$ cat src/rtl/iap_pkg.sv
// constants, types and operation list for the flash programming controller
package iap_pkg;

    localparam logic [7:0]  ADDR_UPGRADE_STATUS   = 8'h21;
    localparam logic [7:0]  ADDR_REGION_JUMP      = 8'h22;
    localparam logic [7:0]  ADDR_CODE_OFFSET_LOW  = 8'h23;
    localparam logic [7:0]  ADDR_CODE_OFFSET_HIGH = 8'h24;
    localparam logic [7:0]  ADDR_PROG_HIGH        = 8'hf9;
    localparam logic [7:0]  ADDR_PROG_LOW         = 8'hfa;
    localparam logic [7:0]  ADDR_PROG_DATA        = 8'hfb;
    localparam logic [7:0]  ADDR_PROG_COMMAND     = 8'hfc;
    localparam logic [7:0]  ADDR_ERASE_TIMING     = 8'hfd;

    localparam logic [7:0]  RST_BYTE              = 8'h00;
    localparam logic [7:0]  RST_ERASE_TIMING      = 8'h5a;
    localparam logic [15:0] RST_CODE_OFFSET       = 16'h0000;

    localparam logic [7:0]  OP_ERASE              = 8'h96;
    localparam logic [7:0]  OP_PROGRAM            = 8'h69;
    localparam logic [39:0] KEY_ENTER             = 40'h12_3456_789a;
    localparam logic [39:0] KEY_EXIT              = 40'hfe_dcba_9876;
    localparam logic [39:0] KEY_TO_APP            = 40'hff_0088_55aa;
    localparam logic [39:0] KEY_TO_BOOT           = 40'h37_c842_9a65;
    localparam logic [2:0]  KEY_DONE              = 3'h5;

    localparam logic [15:0] CODE_OFFSET_APP       = 16'h1000;
    localparam logic [15:0] CODE_OFFSET_BOOT      = 16'h0000;
    localparam logic [15:0] BOOT_LIMIT            = 16'h1000;
    localparam logic [15:0] EEPROM_BLOCK0_BASE    = 16'h8400;
    localparam logic [15:0] EEPROM_BLOCK1_BASE    = 16'h8600;
    localparam logic [1:0]  BOOT_CFG_APP          = 2'h1;
    localparam logic [1:0]  BOOT_CFG_NONE         = 2'h3;

    localparam int          HIGH_EEPROM_SEL_BIT   = 7;
    localparam int          HIGH_BLOCK_BIT        = 2;
    localparam int          HIGH_ADDR8_BIT        = 0;
    localparam int          STATUS_UPGRADE_BIT    = 0;
    localparam int          TIM_ERASE_MSB         = 4;
    localparam logic [4:0]  ERASE_SEL_MAX         = 5'h09;

    localparam int          CLK_PERIOD_NS         = 50;
    localparam int          ERASE_STEP_NS         = 500000;
    localparam int          ERASE_BASE_NS         = 65000;
    localparam int          ERASE_LONG_NS         = 4565200;
    localparam int          PROGRAM_NS            = 23500;
    localparam int          ERASE_STEP_CYC  = (ERASE_STEP_NS + CLK_PERIOD_NS - 1) / CLK_PERIOD_NS;
    localparam int          ERASE_BASE_CYC  = (ERASE_BASE_NS + CLK_PERIOD_NS - 1) / CLK_PERIOD_NS;
    localparam int          ERASE_LONG_CYC  = (ERASE_LONG_NS + CLK_PERIOD_NS - 1) / CLK_PERIOD_NS;
    localparam int          PROGRAM_CYC     = (PROGRAM_NS + CLK_PERIOD_NS - 1) / CLK_PERIOD_NS;
    localparam int          CNT_W                 = 18;

    typedef enum logic [1:0] {
        NV_IDLE    = 2'b00,
        NV_ERASE   = 2'b01,
        NV_PROGRAM = 2'b10
    } nv_state_t;

endpackage

$ cat src/rtl/flash_iap_boot_upgrade_ctrl.sv
// flash and data eeprom programming controller with boot upgrade keys
`timescale 1ns/1ns
module flash_iap_boot_upgrade_ctrl #(
    parameter int ERASE_STEP_CYCLES = iap_pkg::ERASE_STEP_CYC,
    parameter int ERASE_LONG_CYCLES = iap_pkg::ERASE_LONG_CYC
) (
    // clock, reset, enable
    input  wire logic        mclk,
    input  wire logic        srst,
    input  wire logic        ce,
    // special function register port
    input  wire logic [7:0]  sfr_addr,
    input  wire logic        sfr_wr,
    input  wire logic [7:0]  sfr_wdata,
    output logic      [7:0]  sfr_rdata,
    // secondary bus register port
    input  wire logic [7:0]  sec_addr,
    input  wire logic        sec_wr,
    input  wire logic [7:0]  sec_wdata,
    output logic      [7:0]  sec_rdata,
    // boot configuration and program fetch
    input  wire logic [1:0]  boot_sel,
    input  wire logic [15:0] pc,
    output logic      [15:0] fetch_addr,
    // nonvolatile array control
    output logic             nv_start,
    output logic             nv_erase,
    output logic             nv_flash,
    output logic      [15:0] nv_addr,
    output logic      [7:0]  nv_wdata,
    output logic             nv_busy,
    output logic             sys_clk_en
);
    import iap_pkg::*;

    // register state
    logic [7:0]  prog_address_high_q;
    logic [7:0]  prog_address_high_d;
    logic [7:0]  prog_address_low_q;
    logic [7:0]  prog_address_low_d;
    logic [7:0]  prog_write_data_q;
    logic [7:0]  prog_write_data_d;
    logic [7:0]  prog_command_q;
    logic [7:0]  prog_command_d;
    logic [7:0]  erase_timing_q;
    logic [7:0]  erase_timing_d;
    logic [7:0]  region_jump_q;
    logic [7:0]  region_jump_d;
    logic        upgrade_q;
    logic        upgrade_d;
    logic [15:0] code_offset_q;
    logic [15:0] code_offset_d;

    // key matchers
    logic [2:0]  enter_idx_q;
    logic [2:0]  enter_idx_d;
    logic [2:0]  exit_idx_q;
    logic [2:0]  exit_idx_d;
    logic [2:0]  app_idx_q;
    logic [2:0]  app_idx_d;
    logic [2:0]  boot_idx_q;
    logic [2:0]  boot_idx_d;

    // operation sequencer
    nv_state_t          state_q;
    nv_state_t          state_d;
    logic [CNT_W-1:0]   cnt_q;
    logic [CNT_W-1:0]   cnt_d;
    logic               nv_start_q;
    logic               nv_start_d;
    logic               nv_erase_q;
    logic               nv_erase_d;
    logic               nv_flash_q;
    logic               nv_flash_d;
    logic [15:0]        nv_addr_q;
    logic [15:0]        nv_addr_d;
    logic [7:0]         nv_wdata_q;
    logic [7:0]         nv_wdata_d;

    // read data and fetch address
    logic [7:0]  sfr_rdata_q;
    logic [7:0]  sfr_rdata_d;
    logic [7:0]  sec_rdata_q;
    logic [7:0]  sec_rdata_d;
    logic [15:0] fetch_addr_q;
    logic [15:0] fetch_addr_d;

    // decoded terms
    logic [15:0] offset_eff;
    logic [15:0] fetch_phys;
    logic        in_boot;
    logic        flash_target;
    logic [15:0] target_addr;
    logic        target_protected;
    logic        cmd_wr;
    logic        jump_wr;
    logic [2:0]  enter_nx;
    logic [2:0]  exit_nx;
    logic [2:0]  app_nx;
    logic [2:0]  boot_nx;

    // byte of a five-byte key at a given position
    function automatic logic [7:0] key_byte(input logic [39:0] key, input logic [2:0] idx);
        logic [7:0] b;
        b = key[39:32];
        unique case (idx)
            3'h0: b = key[39:32];
            3'h1: b = key[31:24];
            3'h2: b = key[23:16];
            3'h3: b = key[15:8];
            3'h4: b = key[7:0];
            default: b = key[39:32];
        endcase
        return b;
    endfunction

    // next matcher position; KEY_DONE means the whole key arrived
    function automatic logic [2:0] key_step(input logic [39:0] key, input logic [2:0] idx,
                                            input logic [7:0] data);
        logic [2:0] nx;
        nx = 3'h0;
        if (data == key_byte(key, idx)) begin
            nx = idx + 3'h1;
        end else if (data == key_byte(key, 3'h0)) begin
            nx = 3'h1;
        end
        return nx;
    endfunction

    // erase duration in cycles from the timing select field
    function automatic logic [CNT_W-1:0] erase_cycles(input logic [4:0] sel);
        logic [CNT_W-1:0] n;
        if (sel <= ERASE_SEL_MAX) begin
            n = CNT_W'(ERASE_BASE_CYC + (int'(sel) + 1) * ERASE_STEP_CYCLES);
        end else begin
            n = CNT_W'(ERASE_LONG_CYCLES);
        end
        return n;
    endfunction

    // address mapping, protection and fetch
    always_comb begin
        offset_eff = (boot_sel == BOOT_CFG_APP) ? CODE_OFFSET_APP : code_offset_q;
        fetch_phys = pc + offset_eff;
        in_boot    = (boot_sel != BOOT_CFG_NONE) && (fetch_phys < BOOT_LIMIT);
        flash_target = upgrade_q && !prog_address_high_q[HIGH_EEPROM_SEL_BIT];
        if (flash_target) begin
            target_addr = {prog_address_high_q, prog_address_low_q};
        end else begin
            target_addr = (prog_address_high_q[HIGH_BLOCK_BIT] ? EEPROM_BLOCK1_BASE
                                                                : EEPROM_BLOCK0_BASE)
                        | {7'h00, prog_address_high_q[HIGH_ADDR8_BIT],
                           prog_address_low_q};
        end
        target_protected = flash_target && (boot_sel != BOOT_CFG_NONE)
                         && (target_addr < BOOT_LIMIT);
        cmd_wr  = sfr_wr && (sfr_addr == ADDR_PROG_COMMAND) && (state_q == NV_IDLE);
        jump_wr = sec_wr && (sec_addr == ADDR_REGION_JUMP);
        enter_nx = key_step(KEY_ENTER, enter_idx_q, sfr_wdata);
        exit_nx  = key_step(KEY_EXIT, exit_idx_q, sfr_wdata);
        app_nx   = key_step(KEY_TO_APP, app_idx_q, sec_wdata);
        boot_nx  = key_step(KEY_TO_BOOT, boot_idx_q, sec_wdata);
    end

    // next values of registers, matchers and sequencer
    always_comb begin
        prog_address_high_d = prog_address_high_q;
        prog_address_low_d  = prog_address_low_q;
        prog_write_data_d   = prog_write_data_q;
        prog_command_d      = prog_command_q;
        erase_timing_d      = erase_timing_q;
        region_jump_d       = region_jump_q;
        upgrade_d           = upgrade_q;
        code_offset_d       = code_offset_q;
        enter_idx_d         = enter_idx_q;
        exit_idx_d          = exit_idx_q;
        app_idx_d           = app_idx_q;
        boot_idx_d          = boot_idx_q;
        state_d             = state_q;
        cnt_d               = cnt_q;
        nv_start_d          = 1'b0;
        nv_erase_d          = nv_erase_q;
        nv_flash_d          = nv_flash_q;
        nv_addr_d           = nv_addr_q;
        nv_wdata_d          = nv_wdata_q;
        fetch_addr_d        = fetch_phys;

        if (sfr_wr) begin
            unique case (sfr_addr)
                ADDR_PROG_HIGH:    prog_address_high_d = sfr_wdata;
                ADDR_PROG_LOW:     prog_address_low_d  = sfr_wdata;
                ADDR_PROG_DATA:    prog_write_data_d   = sfr_wdata;
                ADDR_ERASE_TIMING: erase_timing_d      = sfr_wdata;
                default: ;
            endcase
        end

        if (cmd_wr) begin
            prog_command_d = sfr_wdata;
            enter_idx_d = (enter_nx == KEY_DONE) ? 3'h0 : enter_nx;
            exit_idx_d  = (exit_nx == KEY_DONE) ? 3'h0 : exit_nx;
            if (enter_nx == KEY_DONE && boot_sel != BOOT_CFG_NONE && in_boot) begin
                upgrade_d = 1'b1;
            end
            if (exit_nx == KEY_DONE) begin
                upgrade_d = 1'b0;
            end
            if ((sfr_wdata == OP_ERASE || sfr_wdata == OP_PROGRAM)
                && !target_protected) begin
                nv_start_d = 1'b1;
                nv_erase_d = (sfr_wdata == OP_ERASE);
                nv_flash_d = flash_target;
                nv_addr_d  = target_addr;
                nv_wdata_d = prog_write_data_q;
                if (sfr_wdata == OP_ERASE) begin
                    state_d = NV_ERASE;
                    cnt_d   = erase_cycles(erase_timing_q[TIM_ERASE_MSB:0]) - CNT_W'(1);
                end else begin
                    state_d = NV_PROGRAM;
                    cnt_d   = CNT_W'(PROGRAM_CYC - 1);
                end
            end
        end

        if (jump_wr) begin
            region_jump_d = sec_wdata;
            app_idx_d  = (app_nx == KEY_DONE) ? 3'h0 : app_nx;
            boot_idx_d = (boot_nx == KEY_DONE) ? 3'h0 : boot_nx;
            if (app_nx == KEY_DONE) begin
                code_offset_d = CODE_OFFSET_APP;
            end
            if (boot_nx == KEY_DONE) begin
                code_offset_d = CODE_OFFSET_BOOT;
            end
        end

        unique case (state_q)
            NV_IDLE: ;
            NV_ERASE, NV_PROGRAM: begin
                if (cnt_q == '0) begin
                    state_d = NV_IDLE;
                end else begin
                    cnt_d = cnt_q - CNT_W'(1);
                end
            end
            default: state_d = NV_IDLE;
        endcase
    end

    // read data, one cycle after the address
    always_comb begin
        sfr_rdata_d = RST_BYTE;
        unique case (sfr_addr)
            ADDR_PROG_HIGH:    sfr_rdata_d = prog_address_high_q;
            ADDR_PROG_LOW:     sfr_rdata_d = prog_address_low_q;
            ADDR_PROG_DATA:    sfr_rdata_d = prog_write_data_q;
            ADDR_PROG_COMMAND: sfr_rdata_d = prog_command_q;
            ADDR_ERASE_TIMING: sfr_rdata_d = erase_timing_q;
            default: ;
        endcase
        sec_rdata_d = RST_BYTE;
        unique case (sec_addr)
            ADDR_UPGRADE_STATUS:   sec_rdata_d[STATUS_UPGRADE_BIT] = upgrade_q;
            ADDR_REGION_JUMP:      sec_rdata_d = region_jump_q;
            ADDR_CODE_OFFSET_LOW:  sec_rdata_d = offset_eff[7:0];
            ADDR_CODE_OFFSET_HIGH: sec_rdata_d = offset_eff[15:8];
            default: ;
        endcase
    end

    always_ff @(posedge mclk) begin
        if (srst) begin
            prog_address_high_q <= RST_BYTE;
            prog_address_low_q  <= RST_BYTE;
            prog_write_data_q   <= RST_BYTE;
            prog_command_q      <= RST_BYTE;
            erase_timing_q      <= RST_ERASE_TIMING;
            region_jump_q       <= RST_BYTE;
            upgrade_q           <= 1'b0;
            code_offset_q       <= RST_CODE_OFFSET;
            enter_idx_q         <= 3'h0;
            exit_idx_q          <= 3'h0;
            app_idx_q           <= 3'h0;
            boot_idx_q          <= 3'h0;
            state_q             <= NV_IDLE;
            cnt_q               <= '0;
            nv_start_q          <= 1'b0;
            nv_erase_q          <= 1'b0;
            nv_flash_q          <= 1'b0;
            nv_addr_q           <= 16'h0000;
            nv_wdata_q          <= RST_BYTE;
            sfr_rdata_q         <= RST_BYTE;
            sec_rdata_q         <= RST_BYTE;
            fetch_addr_q        <= 16'h0000;
        end else if (ce) begin
            prog_address_high_q <= prog_address_high_d;
            prog_address_low_q  <= prog_address_low_d;
            prog_write_data_q   <= prog_write_data_d;
            prog_command_q      <= prog_command_d;
            erase_timing_q      <= erase_timing_d;
            region_jump_q       <= region_jump_d;
            upgrade_q           <= upgrade_d;
            code_offset_q       <= code_offset_d;
            enter_idx_q         <= enter_idx_d;
            exit_idx_q          <= exit_idx_d;
            app_idx_q           <= app_idx_d;
            boot_idx_q          <= boot_idx_d;
            state_q             <= state_d;
            cnt_q               <= cnt_d;
            nv_start_q          <= nv_start_d;
            nv_erase_q          <= nv_erase_d;
            nv_flash_q          <= nv_flash_d;
            nv_addr_q           <= nv_addr_d;
            nv_wdata_q          <= nv_wdata_d;
            sfr_rdata_q         <= sfr_rdata_d;
            sec_rdata_q         <= sec_rdata_d;
            fetch_addr_q        <= fetch_addr_d;
        end
    end

    // outputs
    assign sfr_rdata  = sfr_rdata_q;
    assign sec_rdata  = sec_rdata_q;
    assign fetch_addr = fetch_addr_q;
    assign nv_start   = nv_start_q;
    assign nv_erase   = nv_erase_q;
    assign nv_flash   = nv_flash_q;
    assign nv_addr    = nv_addr_q;
    assign nv_wdata   = nv_wdata_q;
    assign nv_busy    = (state_q != NV_IDLE);
    assign sys_clk_en = (state_q == NV_IDLE);

endmodule

$ cat config.mk
export PLATFORM = sky130hd
export DESIGN_NAME = flash_iap_boot_upgrade_ctrl
export DESIGN_NICKNAME = d
export VERILOG_FILES = /design/src/rtl/iap_pkg.sv /design/src/rtl/flash_iap_boot_upgrade_ctrl.sv
export SDC_FILE = /design/constraint.sdc
export NUM_CORES = 1
export LEC_CHECK = 0
export CORE_MARGIN = 3
export CORE_UTILIZATION = 60
export CTS_CLUSTER_SIZE = 24
export DETAILED_ROUTE_END_ITERATION = 10
export DONT_BUFFER_PORTS = 1
export HOLD_SLACK_MARGIN = 0.02
export PLACE_DENSITY_LB_ADDON = 0.25
export SYNTH_ARGS = -nofsm -noshare
export SYNTH_HDL_FRONTEND = slang
export SYNTH_SLANG_ARGS = --single-unit
$ cat constraint.sdc
create_clock -name mclk -period 6.11 [get_ports mclk]
set_input_delay 0.3055 -clock mclk [delete_from_list [all_inputs] [get_ports mclk]]
set_output_delay 0.3055 -clock mclk [all_outputs]
set_load 0.1 [all_outputs]
==> reports/summary.txt <==
row count: 42
required time of the critical path: 6.42 ns
setup bufs post-CTS: 0
distinct cell type count after synthesis: 78
Die ar.: 15300 um2
CTS tree: built
Detailed Route WL: 21300 um
Tightest Hold Check Type: in -> reg
number of global-route vias before repair: 7100
FMAX: 207 MHz
DIE HEIGHT: 124 um
largest net degree at the start of global routing: 130
Pleak: 3.44 nW
depth of the worst hold-timing path: 2
final hold violations: 0
wire length per cell: 17.6 um
ys async rst share: 0%
Arr. time, crit path: 5.15 ns
clk buf depth: 2
Worst-path clk slew: 0.06 ns
CP Max Fanout: 11
most common cell in the netlist: dfxtp_1
critical path class: reg -> reg
top_reg_cell synth: dfxtp_1
RSZ-0062 raised after global routing: false
top post-synthesis cells by count: dfxtp_1 (141), nand2_1 (138), nor2_1 (120), a21oi_1 (96), mux2i_1 (51)
PD cells: 233 nW/um2
via count: 7588
initial antenna violation count: 0
GP Congestion: 0.869
outcome: finished clean
MaxCap Viol Count: 0
nets: 1135
Layout area overhead: 8.86%
Seq/Total Area, Yosys: 34.0%
placed inst area: 8250 um2
worst-skew pair later-pin latency: 0.43 ns
DR DRC count: 0
Clock Skew: 0.00747 ns
Final Core Density: 67.4%
Placeable Area: 13400 um2
Least-Margin Pin Slew: 1.08 ns
worst hold margin: 0.0286 ns
die width: 124 um
Syn Inst Count: 1042
Slew Limit Headroom: 27.5%
Final Max Tran Viols: 0
flops & latches, synth: 141
DR vias/cell: 6.24
Critical Path Source Type: flop
Avg Inst Size Synth: 7.96 um2
share of cells above drive strength 1: 5.67%
Post-DRT Antenna Nets: 0
critical path capture point type: flop
post-synth net total: 1150
input/output buffers: 0
global-route wire length before repair: 34600 um
initial core utilization: 61.9%
area leader, netlist: dfxtp_1
top cells by area, synth: dfxtp_1 (34%), ha_1 (7.2%), nand2_1 (6.2%)
# fillers: 1155
HPWL after DPL: 14200 um
initial DRC count: 679
Syn. warnings: 0
top-area cell type share of the netlist area: 34.0%
placed cell count: 1165
r2r setup slk: 1.27 ns
Non-Filler Instances: 1216
H-tree levels: 4
R2R depth: 15
largest vdd supply drop: 0.000246 V
Total GRT Usage: 28.4%
final period utilization: 79.2%
io pins: 116
Tmin final: 4.84 ns
cts bufs inserted: 17
DRT Pass-1 Iters: 7
Final Cell Area: 9030 um2
mapped cell area: 8300 um2
Reg area: 2820 um2
# setup viols final: 0
setup TNS: 0 ns
Multi-input gate area: 5010 um2
CTS sink count: 141
GRT overflow: 0
ANT cells: 0
CTS root buf: clkbuf_16
number of synthesized flops with an enable pin: 0
## final cells by class
cell class / count / share of cell area (%)
clock inverters: 15 / 1.70
multi-input cells: 801 / 55.4
inverters: 41 / 1.70
clock buffers: 17 / 4.71
repair buffers: 25 / 2.80
well taps: 176 / 2.44
flip-flops and latches: 141 / 31.2
## per-stage QoR
| stage | power, mW | setup slack [ns] |
|---|---|---|
| 3_5_place_dp | 1.08 | 1.33 |
| 3_3_place_gp | 1.08 | 1.46 |
| 2_1_floorplan | 1.09 | 1.58 |
| 6_report | 2.10 | 1.27 |
| 4_1_cts | 2.11 | 1.28 |
| 5_1_grt | 2.15 | 0.921 |
## flip-flops by register name (all words and copies together), names as in the netlist
name / cells
erase_timing_q: 8
cnt_q: 18
prog_address_high_q: 8
code_offset_q: 1
nv_start: 1
state_q: 2
sec_rdata: 8
enter_idx_q: 3
nv_addr: 16
nv_flash: 1
exit_idx_q: 3
prog_command_q: 8
upgrade_q: 1
prog_write_data_q: 8
boot_idx_q: 3
region_jump_q: 8
nv_wdata: 8
prog_address_low_q: 8
sfr_rdata: 8
nv_erase: 1
fetch_addr: 16
app_idx_q: 3
## metal layers
metal | wire (um) | share of wire (%) | global-route usage (%)
met1 | 9090 | 43 | 38.1
met4 | 337 | 1.6 | 8.79
met5 | 0 | 0 | 0
met2 | 9950 | 47 | 44.6
met3 | 1960 | 9.2 | 8.04
## power breakdown
part	internal [mW]	switching (mW)
clock network	0.573	0.444
registers	0.929	0.0758
logic	0.0358	0.0450
## critical path: stages, from the launching register on
cell and delay (ns):
dfxtp_1 0.53, ha_1 0.30, nand3_1 0.21, xor2_1 0.31, inv_1 0.14, ha_1 0.31
ha_1 0.30, fa_1 0.49, ha_1 0.37, and3b_1 0.21, o21ai_0 0.29, a31oi_1 0.12
a311o_1 0.35, or4_1 0.54, a21oi_1 0.16, o21ai_1 0.08
## cell families (layout without fill, tap and decap cells)
kind of cell    after synthesis  count (layout)  share of synthesized area, %
fa+ha+maj                    53              53                          8.44
mux                          52              52                          6.29
buf+inv                     100              98                          5.67
xor+xnor                     31              31                          3.27
flops                       141             141                          34.0
compound gates              231             231                          17.5
simple gates                434             434                          24.8
## cell usage in the layout, fill, tap and decap left out, drive strengths merged, types with 18 or more instances in the layout
master	n
dfxtp	141
nand2	139
nor2	120
a21oi	96
mux2i	51
ha	48
nand3	46
inv	46
nor3	42
o21ai	40
xnor2	18
a211oi	18
dlygate4sd3	18
## worst paths after layout
kind,endpoint,from
hold reg to reg,region_jump_q[1],region_jump_q[1]
setup / recovery,cnt_q[16],erase_timing_q[1]
setup reg to reg,cnt_q[16],erase_timing_q[1]
hold / removal,prog_address_high_q[3],sfr_wdata[3]
## repair_timing
item	in CTS	in global routing
hold buffers	18	1
hold endpoints to repair	129	1
gates resized for setup	0	0
No activity file was read; power rests on OpenSTA's default activity.
